===== config.mk =====
export PLATFORM = sky130hd
export DESIGN_NAME = fll_dco_lock_loop
export DESIGN_NICKNAME = d
export VERILOG_FILES = /design/src/fll_dco_pkg.sv /design/src/fll_dco_lock_loop.sv
export VERILOG_INCLUDE_DIRS = /design/src /design/src/src
export SDC_FILE = /design/constraint.sdc
export NUM_CORES = 1
export LEC_CHECK = 0
export BUFFER_PORTS_ARGS = -buffer_cell sky130_fd_sc_hd__clkbuf_2
export CAP_MARGIN = 30
export CORE_ASPECT_RATIO = 1.4
export CORE_MARGIN = 1
export CORE_UTILIZATION = 35
export CTS_CLUSTER_DIAMETER = 100
export DETAILED_ROUTE_END_ITERATION = 8
export HOLD_SLACK_MARGIN = 0.12
export PLACE_DENSITY_LB_ADDON = 0.05
export REMOVE_ABC_BUFFERS = 1
export SYNTH_ARGS = -nofsm -noshare
export SYNTH_HDL_FRONTEND = slang
export SYNTH_SLANG_ARGS = --single-unit

===== constraint.sdc =====
create_clock -name i_clk_sys -period 8.4 [get_ports i_clk_sys]
set_clock_uncertainty 0.15 [all_clocks]
set_input_delay 1.68 -clock i_clk_sys [delete_from_list [all_inputs] [get_ports i_clk_sys]]
set_output_delay 1.68 -clock i_clk_sys [all_outputs]
set_load 0.05 [all_outputs]

===== src/fll_dco_regs.svh =====
`ifndef FLL_DCO_REGS_SVH
`define FLL_DCO_REGS_SVH
// Low-power mode encodings on i_power_mode
`define PM_ACTIVE 3'h0
`define PM_LOW_POWER_MODE_ZERO 3'h1
`define PM_LOW_POWER_MODE_ONE 3'h2
`define PM_LOW_POWER_MODE_TWO 3'h3
`define PM_LPM3 3'h4
`define PM_LPM4 3'h5
// Reference edges spent capturing, then applying
`define CAPTURE_EDGES 2'h2
`define APPLY_EDGES 2'h1
// Reset values and limits of the oscillator fields, and count steps
`define TAP_RESET 5'h10
`define MOD_RESET 5'h00
`define TAP_MAX 5'h1f
`define TAP_MIN 5'h00
`define MOD_MAX 5'h1f
`define COUNT_ONE 16'h0001
`define COUNT_ZERO 16'h0000
`endif

===== src/fll_dco_pkg.sv =====
package fll_dco_pkg;
    typedef enum logic [1:0] {
        power_active,
        power_low_power_mode_zero,
        power_low_power_mode_one,
        power_deep
    } mode_class_t;
    typedef enum {
        st_off,
        st_wait_first,
        st_capture,
        st_apply
    } loop_state_t;
    typedef logic [2:0] power_mode_t;
endpackage : fll_dco_pkg


===== src/fll_dco_lock_loop.sv =====
`timescale 1ns/10ps
`include "fll_dco_regs.svh"
module fll_dco_lock_loop #(
    parameter int CNT_W = 16,
    parameter int FIELD_W = 5
) (
    input wire logic i_clk_sys,
    input wire logic i_rst_b,
    input wire logic i_ref_clk,
    input wire logic i_osc_tick,
    input wire fll_dco_pkg::power_mode_t i_power_mode,
    input wire logic i_clock_generator_off_bit,
    input wire logic i_osc_feeds_aux,
    input wire logic i_osc_feeds_subsystem_clock,
    input wire logic i_timer_on_osc_clock,
    input wire logic [CNT_W-1:0] i_target_count,
    output logic o_loop_enabled,
    output logic o_oscillator_enabled,
    output logic [FIELD_W-1:0] o_oscillator_tap_field,
    output logic [FIELD_W-1:0] o_oscillator_modulation_field,
    output logic [CNT_W-1:0] o_last_count,
    output logic o_correction_pulse,
    output logic o_short_enable
);
    import fll_dco_pkg::*;

    // Two-flop synchronisers for the pin-level inputs
    logic [2:0] ref_sync;
    logic [1:0] tick_sync;
    logic tick_prev;
    always_ff @(posedge i_clk_sys or negedge i_rst_b)
    begin
        if (!i_rst_b)
        begin
            ref_sync <= 3'h0;
            tick_sync <= 2'h0;
            tick_prev <= 1'b0;
        end
        else
        begin
            ref_sync <= {ref_sync[1:0], i_ref_clk};
            tick_sync <= {tick_sync[0], i_osc_tick};
            tick_prev <= tick_sync[1];
        end
    end

    // Edge detect reads only the second and third stages
    logic ref_rise;
    logic tick_rise;
    assign ref_rise = ref_sync[1] & ~ref_sync[2];
    assign tick_rise = tick_sync[1] & ~tick_prev;

    // Enable decision from the power mode
    logic osc_used;
    logic loop_en;
    always_comb
    begin
        osc_used = i_osc_feeds_aux | i_osc_feeds_subsystem_clock;
        unique case (i_power_mode)
            `PM_ACTIVE: loop_en = 1'b1;
            `PM_LOW_POWER_MODE_ZERO: loop_en = osc_used | i_timer_on_osc_clock;
            `PM_LOW_POWER_MODE_ONE: loop_en = 1'b0;
            `PM_LOW_POWER_MODE_TWO, `PM_LPM3, `PM_LPM4:
                loop_en = ~i_clock_generator_off_bit;
            default: loop_en = 1'b0;
        endcase
    end
    assign o_loop_enabled = loop_en;
    // Oscillator stays up whenever the loop runs or the aux or subsystem clock uses it
    assign o_oscillator_enabled = loop_en | osc_used;

    // Measure and correct state
    loop_state_t state, next_state;
    logic [1:0] edges, next_edges;
    logic [CNT_W-1:0] count, next_count;
    logic [CNT_W-1:0] last, next_last;
    logic [FIELD_W-1:0] tap, next_tap;
    logic [FIELD_W-1:0] modf, next_modf;
    logic pulse, next_pulse;
    logic short_en, next_short_en;
    logic do_step;
    logic [CNT_W-1:0] step_cnt;

    // Loop sequencing; a disable past the first capture edge still steps the fields on
    // the partial count, which is the drift hazard of short enables
    always_comb
    begin
        next_state = state;
        next_edges = edges;
        next_count = count;
        next_last = last;
        next_tap = tap;
        next_modf = modf;
        next_pulse = 1'b0;
        next_short_en = short_en;
        do_step = 1'b0;
        step_cnt = last;
        if (tick_rise)
            next_count = count + `COUNT_ONE;
        unique case (state)
            st_off:
            begin
                if (loop_en)
                begin
                    next_state = st_capture;
                    next_edges = 2'h0;
                end
            end
            st_wait_first:
                next_state = st_capture;
            st_capture:
            begin
                if (ref_rise)
                begin
                    next_edges = edges + 2'h1;
                    if (edges + 2'h1 == `CAPTURE_EDGES)
                    begin
                        next_state = st_apply;
                        next_last = count;
                        next_edges = 2'h0;
                    end
                    // A tick on the reference edge opens the new window
                    next_count = tick_rise ? `COUNT_ONE : `COUNT_ZERO;
                end
            end
            st_apply:
            begin
                if (ref_rise && edges + 2'h1 == `APPLY_EDGES)
                begin
                    do_step = 1'b1;
                    next_state = st_capture;
                    next_edges = 2'h0;
                    next_short_en = 1'b0;
                    next_count = tick_rise ? `COUNT_ONE : `COUNT_ZERO;
                end
            end
        endcase
        // Disable mid-capture past the first edge corrects on the partial count, then stops
        if (!loop_en && state != st_off)
        begin
            if (state == st_capture && edges != 2'h0)
            begin
                do_step = 1'b1;
                step_cnt = count;
            end
            next_state = st_off;
            next_short_en = 1'b1;
            next_count = `COUNT_ZERO;
        end
        // One step of modulation, borrowing from or carrying into the tap
        if (do_step)
        begin
            next_pulse = 1'b1;
            if (step_cnt < i_target_count)
            begin
                if (modf == `MOD_MAX)
                begin
                    next_modf = `MOD_RESET;
                    if (tap != `TAP_MAX)
                        next_tap = tap + 5'h01;
                end
                else
                    next_modf = modf + 5'h01;
            end
            else if (step_cnt > i_target_count)
            begin
                if (modf == `MOD_RESET)
                begin
                    next_modf = `MOD_MAX;
                    if (tap != `TAP_MIN)
                        next_tap = tap - 5'h01;
                end
                else
                    next_modf = modf - 5'h01;
            end
        end
    end

    always_ff @(posedge i_clk_sys or negedge i_rst_b)
    begin
        if (!i_rst_b)
        begin
            state <= st_off;
            edges <= 2'h0;
            count <= `COUNT_ZERO;
            last <= `COUNT_ZERO;
            tap <= `TAP_RESET;
            modf <= `MOD_RESET;
            pulse <= 1'b0;
            short_en <= 1'b0;
        end
        else
        begin
            state <= next_state;
            edges <= next_edges;
            count <= next_count;
            last <= next_last;
            tap <= next_tap;
            modf <= next_modf;
            pulse <= next_pulse;
            short_en <= next_short_en;
        end
    end

    assign o_oscillator_tap_field = tap;
    assign o_oscillator_modulation_field = modf;
    assign o_last_count = last;
    assign o_correction_pulse = pulse;
    assign o_short_enable = short_en;

    // Off in mode one always
    low_power_mode_one_off_a: assert property (@(posedge i_clk_sys) disable iff (!i_rst_b)
        i_power_mode == `PM_LOW_POWER_MODE_ONE |=> state == st_off)
        else $error("loop not off in mode one");
    deep_off_a: assert property (@(posedge i_clk_sys) disable iff (!i_rst_b)
        (i_power_mode == `PM_LPM3 && i_clock_generator_off_bit)
        |-> !o_loop_enabled)
        else $error("loop on with generator off");
    timer_keep_a: assert property (@(posedge i_clk_sys) disable iff (!i_rst_b)
        (i_power_mode == `PM_LOW_POWER_MODE_ZERO && i_timer_on_osc_clock)
        |-> o_loop_enabled && o_oscillator_enabled)
        else $error("loop off with timer on oscillator clock");
    start_now_a: assert property (@(posedge i_clk_sys) disable iff (!i_rst_b)
        (state == st_off && loop_en) |=> state == st_capture)
        else $error("loop did not start at once");
    fields_hold_a: assert property (@(posedge i_clk_sys) disable iff (!i_rst_b)
        !pulse |-> $stable(tap) && $stable(modf))
        else $error("fields moved without correction");
    pulse_phase_a: assert property (@(posedge i_clk_sys) disable iff (!i_rst_b)
        pulse |-> $past(state) == st_apply ||
        ($past(state) == st_capture && !$past(loop_en)))
        else $error("correction outside apply phase");
    capture_two_a: assert property (@(posedge i_clk_sys) disable iff (!i_rst_b)
        (state == st_capture && next_state == st_apply)
        |-> ref_rise && edges == 2'h1)
        else $error("capture ended early");
    short_flag_a: assert property (@(posedge i_clk_sys) disable iff (!i_rst_b)
        (state == st_capture && !loop_en) |=> short_en)
        else $error("short enable not flagged");
    drift_step_a: assert property (@(posedge i_clk_sys) disable iff (!i_rst_b)
        (state == st_capture && edges != 2'h0 && !loop_en) |=> pulse)
        else $error("partial capture did not correct");
    cover_drift_c: cover property (@(posedge i_clk_sys)
        state == st_capture && edges != 2'h0 && !loop_en);
    cover_correct_c: cover property (@(posedge i_clk_sys) pulse);
    cover_short_c: cover property (@(posedge i_clk_sys)
        state == st_capture && !loop_en);
    cover_low_power_mode_zero_c: cover property (@(posedge i_clk_sys)
        i_power_mode == `PM_LOW_POWER_MODE_ZERO && loop_en);
endmodule : fll_dco_lock_loop


==> flow_summary_export.csv, run 1 <==
group,metric,value,unit
outcome,status,"finished, violations left",
outcome,violations,"DRC",
sta,tightest_slew,0.902,ns
sta,hold_viol_final,0,
clocking,cts_setup_buffers,0,
floorplanning,placementRows,41,
sta,fmax,165,MHz
power,power_density,207,mW/mm^2
synthesis,ys_async_sr_fraction,100,%
clocking,ctsHoldBuffers,0,
setup_path,start_kind,"input port",
synthesis,yosys_warnings,0,
sta,finalSetupViolations,0,
final_layout,drive_above_1_share,27.2,%
synthesis,yosys.area.top_type_share,40.4,%
sta,setup_slack,2.32,ns
route,wl_per_cell,15.1,um
setup_path,worstPathRequired,8.47,ns
synthesis,synth_top_area_cell,"dfrtp_1",
floorplanning,chipWidth,83.9,um
grt,track_usage,15.9,%
synthesis,netlist_area,0.00328,mm^2
setup_path,worstSetupPathType,"input port to register",
setup_path,crit_fanout,18,
route,via_per_inst,5.16,
grt,grt_max_degree,55,
synthesis,synth.most_common_cell,"dfrtp_1",
place,dpl.hpwl,5290,um
route,drc,12,
route,wl_met3,206,um
floorplanning,fp.dieArea,0.00978,mm^2
synthesis,synth_cell_types,51,
setup_path,crit_arrival,6.15,ns
synthesis,synth_cells,320,
floorplanning,num_io_pins,57,
grt,grt_antenna_before_repair,0,
final_layout,areaGrowthSynthToFinish,16.6,%
power,leakagePower,0.00194,uW
clocking,cts.htree.levels,2,
sta,tns,0,ns
floorplanning,coreArea,0.00908,mm^2
clocking,cts_max_path_buffers,2,
min_path,hp-class,"register to register",
sta,drv_slew,0,
clocking,cts-resized-gates,0,
sta,rsz0062_at_grt,"no",
place,gp_congestion,0.777,
synthesis,synth_enable_flop_cells,0,
job,cap_violations,0,
final_layout,num_antenna_cells,0,
floorplanning,die_h,117,um
clocking,clkSlewWorstSetupHoldPaths,0.07,ns
sta,fin_crit_sh,72.3,%
power,peakVddDrop,0.0000757,V
final_layout,fin_util,42.2,%
power,finalPower,794,uW
route,top_layer_used,"met4",
route,drt_iter0_markers,96,
synthesis,seq_area_frac_synth,41.2,%
clocking,numCtsBuffers,5,
route,met2_length,3820,um
clocking,cts.sink_count,54,
clocking,clk-insertion-delay-late,0.30,ns
synthesis,synth.avg_cell_area,10.3,um^2
synthesis,synth_flop_cell,"dfrtp_1",
clocking,cts_tree,"yes",
setup_path,critPathCaptureType,"register",
grt,grt_overflow,0,
clocking,root_buffer,"clkbuf_16",
route,met1_length,3210,um
place,port_buffers,56,
place,place_ws,1.98,ns
sta,post-route-min-period,6.08,ns
route,drt_wl_total,7300,um
grt,grt_pass1_wl,12000,um
route,dr.pass1.iters,6,
final_layout,fin_nets,426,
synthesis,ys_top_cells_by_count,"53 x dfrtp_1, 32 x nor2_1, 31 x mux2_2",
route,vias,2485,
synthesis,synth-seq-cells,54,
synthesis,synthTopCellsByArea,"dfrtp_1 40%, mux2_2 11%, ha_1 8.8%",
floorplanning,start_util,36.2,%
grt,first_global_vias,2437,
route,ant_nets,0,
sta,slew_headroom,39.4,%
## logic make-up (layout without fill, tap and decap cells)
group	after synthesis	in the layout	share of synthesized area, %
adder cells (fa/ha/maj)	24	24	9.37
AO/OA/AOI/OAI	49	49	10.3
AND/OR/NAND/NOR	102	102	16.0
XOR/XNOR	18	18	4.80
buffers and inverters	31	86	3.81
flip-flops	54	54	41.2
multiplexers	42	42	14.6
## area by class of cell
class,count,area [um^2]
sequential,54,1350
clock inverter,2,38.8
timing repair buffer,58,295
clock buffer,5,125
multi-input combinational,235,1810
fill,921,5250
tap,107,134
inverter,21,78.8
## registers in the layout, indices dropped and copies added (netlist names), 2 cells and up
signal,flops
count,16
edges,2
o_last_count,16
o_oscillator_modulation_field,5
o_oscillator_tap_field,5
ref_sync,3
state,2
tick_sync,2
## placed cells by master (no fill, tap or decap), drive strengths merged, types with 2 or more instances in the layout
cell	instances
nor2	32
buf	2
a211o	2
o21ai	13
nor4	3
nand2	21
xnor2	4
mux2	37
a21o	4
nor2b	7
a22o	3
inv	21
nand3	12
and3	4
xor2	14
a21oi	13
nand4	8
or3	2
a211oi	3
clkbuf	61
mux2i	5
ha	23
dfrtp	53
nand2b	3
o311ai	2
nor3	3
## final timing paths
kind	startpoint	to	slack (ns)	cells past startpoint
max reg2reg	state[1]	o_oscillator_tap_field[4]	3.62	16
max	i_power_mode[1]	o_oscillator_tap_field[4]	2.32	17
min reg2reg	tick_sync[0]	tick_sync[1]	0.20	0
max in group asynchronous	i_rst_b	o_last_count[3]	6.25	2
min	tick_sync[0]	tick_sync[1]	0.20	0
min in group asynchronous	i_rst_b	o_last_count[6]	1.36	2
## through the flow
step           std cells  hold WS (ns)  area [um^2]
3_3_place_gp         475         0.184         3670
3_5_place_dp         475         0.185         3670
4_1_cts              482         0.203         3830
6_report             482         0.201         3830
2_1_floorplan        310         0.181         3240
5_1_grt              482         0.204         3830
## report_power, final
part | leakage, uW | switching [uW] | internal [uW] | total (uW)
registers | 0.000704 | 39.7 | 284 | 324
clock network | 0.0000799 | 96.7 | 140 | 236
logic | 0.00116 | 146 | 87.7 | 233
## routing by layer
metal	GRT usage, %	up-vias
met4	4.48	0
met2	30.6	46
met5	0	-
met3	2.54	4
li1	-	1243
met1	18.1	1192
## critical path, cell delays in order
cell	delay, ns
clkbuf_2	0.12
or3b_1	0.44
o311ai_4	0.14
or2_1	0.72
mux2_2	0.41
ha_1	0.31
a21oi_1	0.14
o21ai_0	0.12
a21oi_1	0.15
and3_1	0.46
inv_2	0.19
fa_1	0.44
a21o_1	0.18
a21oi_1	0.19
nand3_1	0.09
mux2i_1	0.20
xor2_1	0.17
Power figures use the tool's default switching activity.
==> inputs of run 2 (changes only) <==
==> constraint.sdc (replaced) <==
create_clock -name i_clk_sys -period 5.3 [get_ports i_clk_sys]
set_clock_uncertainty 0.15 [all_clocks]
set_input_delay 1.06 -clock i_clk_sys [delete_from_list [all_inputs] [get_ports i_clk_sys]]
set_output_delay 1.06 -clock i_clk_sys [all_outputs]
set_load 0.05 [all_outputs]
==> flow_summary_export.csv, run 2 (synthesis results as in run 1) <==
group,metric,value,unit
clocking,ctsHoldBuffers,0,
final_layout,num-fill-cells,902,
floorplanning,coreArea,0.00908,mm^2
route,vias,2481,
clocking,cts_tree,"yes",
final_layout,num_antenna_cells,0,
setup_path,worstSetupPathType,"input port to register",
clocking,cts.htree.levels,2,
final_layout,fin_area,0.00389,mm^2
floorplanning,start_util,36.2,%
outcome,violations,"DRC",
sta,finalSetupViolations,0,
grt,grt_pass1_wl,12200,um
clocking,clkSlewWorstSetupHoldPaths,0.07,ns
floorplanning,chipWidth,83.9,um
sta,slew_headroom,36.9,%
final_layout,fin_nets,431,
setup_path,start_kind,"input port",
setup_path,crit_arrival,4.77,ns
setup_path,critPathCaptureType,"register",
final_layout,multiInputGateArea,0.00181,mm^2
route,drt_iter0_markers,57,
job,cap_violations,0,
outcome,status,"finished, violations left",
setup_path,worstPathRequired,5.37,ns
grt,first_global_vias,2407,
power,power.internal,818,uW
sta,post-route-min-period,4.69,ns
sta,fin_crit_sh,88.5,%
grt,grt_overflow,0,
route,via_per_inst,5.08,
clocking,cts-resized-gates,0,
power,power.switching,450,uW
final_layout,regArea,0.00135,mm^2
floorplanning,die_h,117,um
floorplanning,num_io_pins,57,
floorplanning,fp.dieArea,0.00978,mm^2
place,dpl.hpwl,5420,um
final_layout,areaGrowthSynthToFinish,18.5,%
min_path,hp-class,"register to register",
setup_path,crit_fanout,18,
place,dpl_cell_area,0.00372,mm^2
sta,setup_slack,0.609,ns
setup_path,max_stage_delay,0.44,ns
grt,grt_max_degree,37,
clocking,cts.sink_count,54,
power,sw_frac_of_total,35.5,%
clocking,cts_max_path_buffers,2,
place,place_ws,0.275,ns
power,clockPowerShare,29.7,%
clocking,root_buffer,"clkbuf_16",
clocking,clk-insertion-delay-late,0.29,ns
route,drt_wl_total,7400,um
place,port_buffers,56,
setup_path,crit_top_cell,"ha_1",
final_layout,layout_common_cells,"56 x clkbuf_2, 53 x dfrtp_1, 32 x nor2_1, 31 x mux2_2, 23 x ha_1",
sta,hold_viol_final,0,
sta,whs,0.200,ns
floorplanning,placementRows,41,
grt,grt_antenna_before_repair,0,
setup_path,cp_slowest_cell,"or3b_1",
route,dr.pass1.iters,6,
sta,tns,0,ns
power,p_comb_share,29.9,%
power,power_frac_seq,40.4,%
route,drc,11,
power,peakVddDrop,0.000121,V
setup_path,worstPathCellList,"clkbuf_2, or3b_1, o311ai_4, or2_1, buf_12, mux2_2, ha_1, nand4_1, a2111o_1, and3_1, inv_2, ha_1, a21o_1, a21oi_1, nand3_1, mux2i_1, xor2_1",
sta,drv_slew,0,
clocking,numCtsBuffers,5,
clocking,cts_setup_buffers,0,
route,wl_per_cell,15.2,um
final_layout,drive_above_1_share,28.1,%
place,gp_congestion,0.848,
sta,fmax,213,MHz
grt,track_usage,16.1,%
power,leakagePower,0.00197,uW
sta,tightest_slew,0.941,ns
sta,rsz0062_at_grt,"no",
final_layout,final_common_cell,"clkbuf_2",
power,power_density,326,mW/mm^2
route,ant_nets,0,
run 2: cell types whose count changed in the layout (fill, tap and decap cells not counted), sizes merged:
cell	change
buf	+5
clkbuf	+1
clkinvlp	+1
clkinv	-1
run 2: final timing paths:
path                                              to  cells after the start  slack [ns]            start
setup / recovery           o_oscillator_tap_field[4]                     17        0.61  i_power_mode[1]
hold / removal                          tick_sync[1]                      0        0.20     tick_sync[0]
setup reg to reg           o_oscillator_tap_field[4]                     17        1.14         state[1]
hold reg to reg                         tick_sync[1]                      0        0.20     tick_sync[0]
max in group asynchronous  o_oscillator_tap_field[4]                      2        3.56          i_rst_b
min in group asynchronous            o_last_count[6]                      1        0.55          i_rst_b
run 2: through the flow:
stage          total power [uW]  utilization [%]  cells
2_1_floorplan               788                -    310
3_3_place_gp                900             40.9    479
3_5_place_dp                904             41.0    480
4_1_cts                    1290             42.9    488
5_1_grt                    1350             42.9    488
6_report                   1270             42.9    488
run 2: layout make-up:
class / instances / area share, %
multi-input combinational: 235 / 46.4
sequential: 54 / 34.8
timing repair buffer: 63 / 9.07
tap: 107 / 3.44
clock buffer: 6 / 3.31
inverter: 21 / 2.03
clock inverter: 2 / 0.965
run 2: routing by layer:
metal  part of all wire [%]  GRT usage (%)  vias to the layer above
met1                     45           20.4                     1176
met2                     50           28.3                       46
li1                       -              -                     1252
met3                    3.5           3.11                        7
met5                      0              0                        -
met4                    1.3           4.48                        0
run 2: critical path: cells and delay by family:
| family | cells | cell delay (ns) |
|---|---|---|
| xor+xnor | 1 | 0.17 |
| fa+ha+maj | 2 | 0.58 |
| buf+inv | 3 | 0.44 |
| compound gates | 4 | 0.87 |
| simple gates | 5 | 1.10 |
| mux | 2 | 0.55 |
run 2: power groups by stage:
stage,Combinational [uW],Sequential (uW),Clock (uW)
after detailed placement,383,521,0
after global routing,419,521,407
after global placement,381,519,0
after CTS,384,513,390
final,379,511,377
after floorplan,180,608,0
==> inputs of run 3 (changes only) <==
--- a/config.mk
+++ b/config.mk
@@ -10,7 +10,7 @@
 export CAP_MARGIN = 30
 export CORE_ASPECT_RATIO = 1.4
 export CORE_MARGIN = 1
-export CORE_UTILIZATION = 35
+export CORE_UTILIZATION = 51
 export CTS_CLUSTER_DIAMETER = 100
 export DETAILED_ROUTE_END_ITERATION = 8
 export HOLD_SLACK_MARGIN = 0.12
==> flow_summary_export.csv, run 3 (synthesis results as in run 1) <==
group,metric,value,unit
route,dr.pass1.iters,4,
clocking,root_buffer,"clkbuf_8",
clocking,cts-resized-gates,0,
min_path,hp-class,"register to register",
setup_path,crit_fanout,18,
power,power_density,296,mW/mm^2
grt,grt_overflow,0,
final_layout,fin_nets,429,
grt,track_usage,20.5,%
sta,tns,0,ns
floorplanning,chipWidth,69.8,um
grt,grt_antenna_before_repair,0,
grt,first_global_vias,2378,
final_layout,num_antenna_cells,0,
clocking,numCtsBuffers,5,
power,peakVddDrop,0.000168,V
route,wl_per_cell,14.5,um
clocking,cts.sink_count,54,
final_layout,fin_util,60.3,%
power,power.switching,423,uW
route,vias,2496,
final_layout,drive_above_1_share,27.7,%
min_path,min_from,"tick_sync[0]",
sta,finalSetupViolations,0,
route,drc,0,
route,ant_nets,0,
job,cap_violations,0,
setup_path,worstSetupPathType,"input port to register",
sta,slew_headroom,34.1,%
sta,post-route-min-period,4.74,ns
setup_path,worstRegToRegCells,17,
sta,fin_crit_sh,89.4,%
floorplanning,num_io_pins,57,
clocking,clkSlewWorstSetupHoldPaths,0.09,ns
sta,rsz0062_at_grt,"no",
clocking,cts_setup_buffers,0,
setup_path,start_kind,"input port",
route,via_per_inst,5.53,
clocking,ctsHoldBuffers,0,
grt,grt_pass1_wl,11200,um
floorplanning,start_util,52.9,%
route,drt_wl_total,6550,um
power,power.internal,686,uW
final_layout,areaGrowthSynthToFinish,14.0,%
sta,fmax,211,MHz
setup_path,crit_end,"o_oscillator_tap_field[4]",
clocking,clk-insertion-delay-late,0.31,ns
power,clockPowerShare,20.4,%
clocking,cts.htree.levels,2,
floorplanning,fp.dieArea,0.00677,mm^2
floorplanning,coreArea,0.00621,mm^2
place,gp_congestion,0.750,
floorplanning,die_h,97.0,um
final_layout,final_common_cell,"clkbuf_2",
setup_path,ff2ff_setup_slack,1.17,ns
grt,grt_max_degree,55,
setup_path,regToRegStartpoint,"state[1]",
floorplanning,placementRows,34,
outcome,status,"completed",
final_layout,layout_common_cells,"56 x clkbuf_2, 53 x dfrtp_1, 32 x nor2_1, 31 x mux2_2, 23 x ha_1",
route,drt_iter0_markers,64,
power,sw_frac_of_total,38.2,%
sta,tightest_slew,0.982,ns
place,dpl.hpwl,4840,um
setup_path,critPathLaunch,"i_power_mode[1]",
sta,drv_slew,0,
setup_path,critPathCaptureType,"register",
setup_path,r2r_end,"o_oscillator_tap_field[4]",
final_layout,num-fill-cells,575,
power,leakagePower,0.00193,uW
sta,hold_viol_final,0,
clocking,cts_tree,"yes",
clocking,cts_max_path_buffers,2,
power,power_frac_seq,45.9,%
setup_path,worstPathRequired,5.39,ns
setup_path,crit_arrival,4.83,ns
power,p_comb_share,33.7,%
place,port_buffers,56,
==> run 3: cell count changes in the layout (fill, tap and decap cells not counted), sizes merged <==
cell      delta
clkinv       +2
clkinvlp     -1
buf          -2
bufinv       -1
==> run 3: area by class of cell <==
| cell class | count | area [um^2] | share of cell area (%) |
|---|---|---|---|
| Clock inverter | 2 | 13.8 | 0.368 |
| Tap cell | 72 | 90.1 | 2.41 |
| Clock buffer | 6 | 72.6 | 1.94 |
| Timing Repair Buffer | 61 | 330 | 8.82 |
| Inverter | 21 | 78.8 | 2.10 |
| Multi-Input combinational cell | 235 | 1810 | 48.2 |
| Sequential cell | 54 | 1350 | 36.1 |
==> run 3: critical path, stage by stage <==
cell and delay, ns:
clkbuf_2 0.12, or3b_1 0.43, o311ai_4 0.14, or2_1 0.21, buf_12 0.17, mux2_2 0.34, ha_1 0.31, nand4_1 0.15
a2111o_1 0.41, and3_1 0.19, inv_2 0.17, ha_1 0.29, a21o_1 0.19, a21oi_1 0.18, nand3_1 0.09, mux2i_1 0.20
xor2_1 0.16
==> run 3: power by group through the flow <==
stage | combinational, uW | clock (uW) | sequential (uW)
2_1_floorplan | 180 | 0 | 608
3_3_place_gp | 371 | 0 | 518
3_5_place_dp | 377 | 0 | 518
4_1_cts | 378 | 237 | 510
5_1_grt | 415 | 249 | 518
6_report | 374 | 226 | 509
==> run 3: through the flow <==
stage / hold slack, ns / power, uW / instances / instance area [um^2] / worst slack (ns)
6_report: 0.211 / 1110 / 451 / 3740 / 0.559
2_1_floorplan: 0.181 / 788 / 310 / 3240 / -0.0253
4_1_cts: 0.216 / 1120 / 451 / 3740 / 0.541
3_3_place_gp: 0.184 / 889 / 443 / 3660 / 0.301
5_1_grt: 0.219 / 1180 / 451 / 3740 / 0.330
3_5_place_dp: 0.193 / 895 / 443 / 3660 / 0.236
==> run 3: worst min path at each step <==
stage | to | depth (start not counted) | slack (ns)
2_1_floorplan | ref_sync[1] | 0 | 0.18
3_3_place_gp | tick_sync[1] | 0 | 0.18
3_5_place_dp | tick_sync[1] | 0 | 0.19
4_1_cts | tick_sync[1] | 0 | 0.22
5_1_grt | tick_sync[1] | 0 | 0.22
6_report | tick_sync[1] | 0 | 0.21
==> run 3: metal layers <==
metal	GRT usage, %	up-vias	wire, um
li1	-	1256	-
met5	0	-	0
met1	25.2	1185	2920
met3	2.60	8	181
met4	6.00	0	80
met2	37.0	47	3370
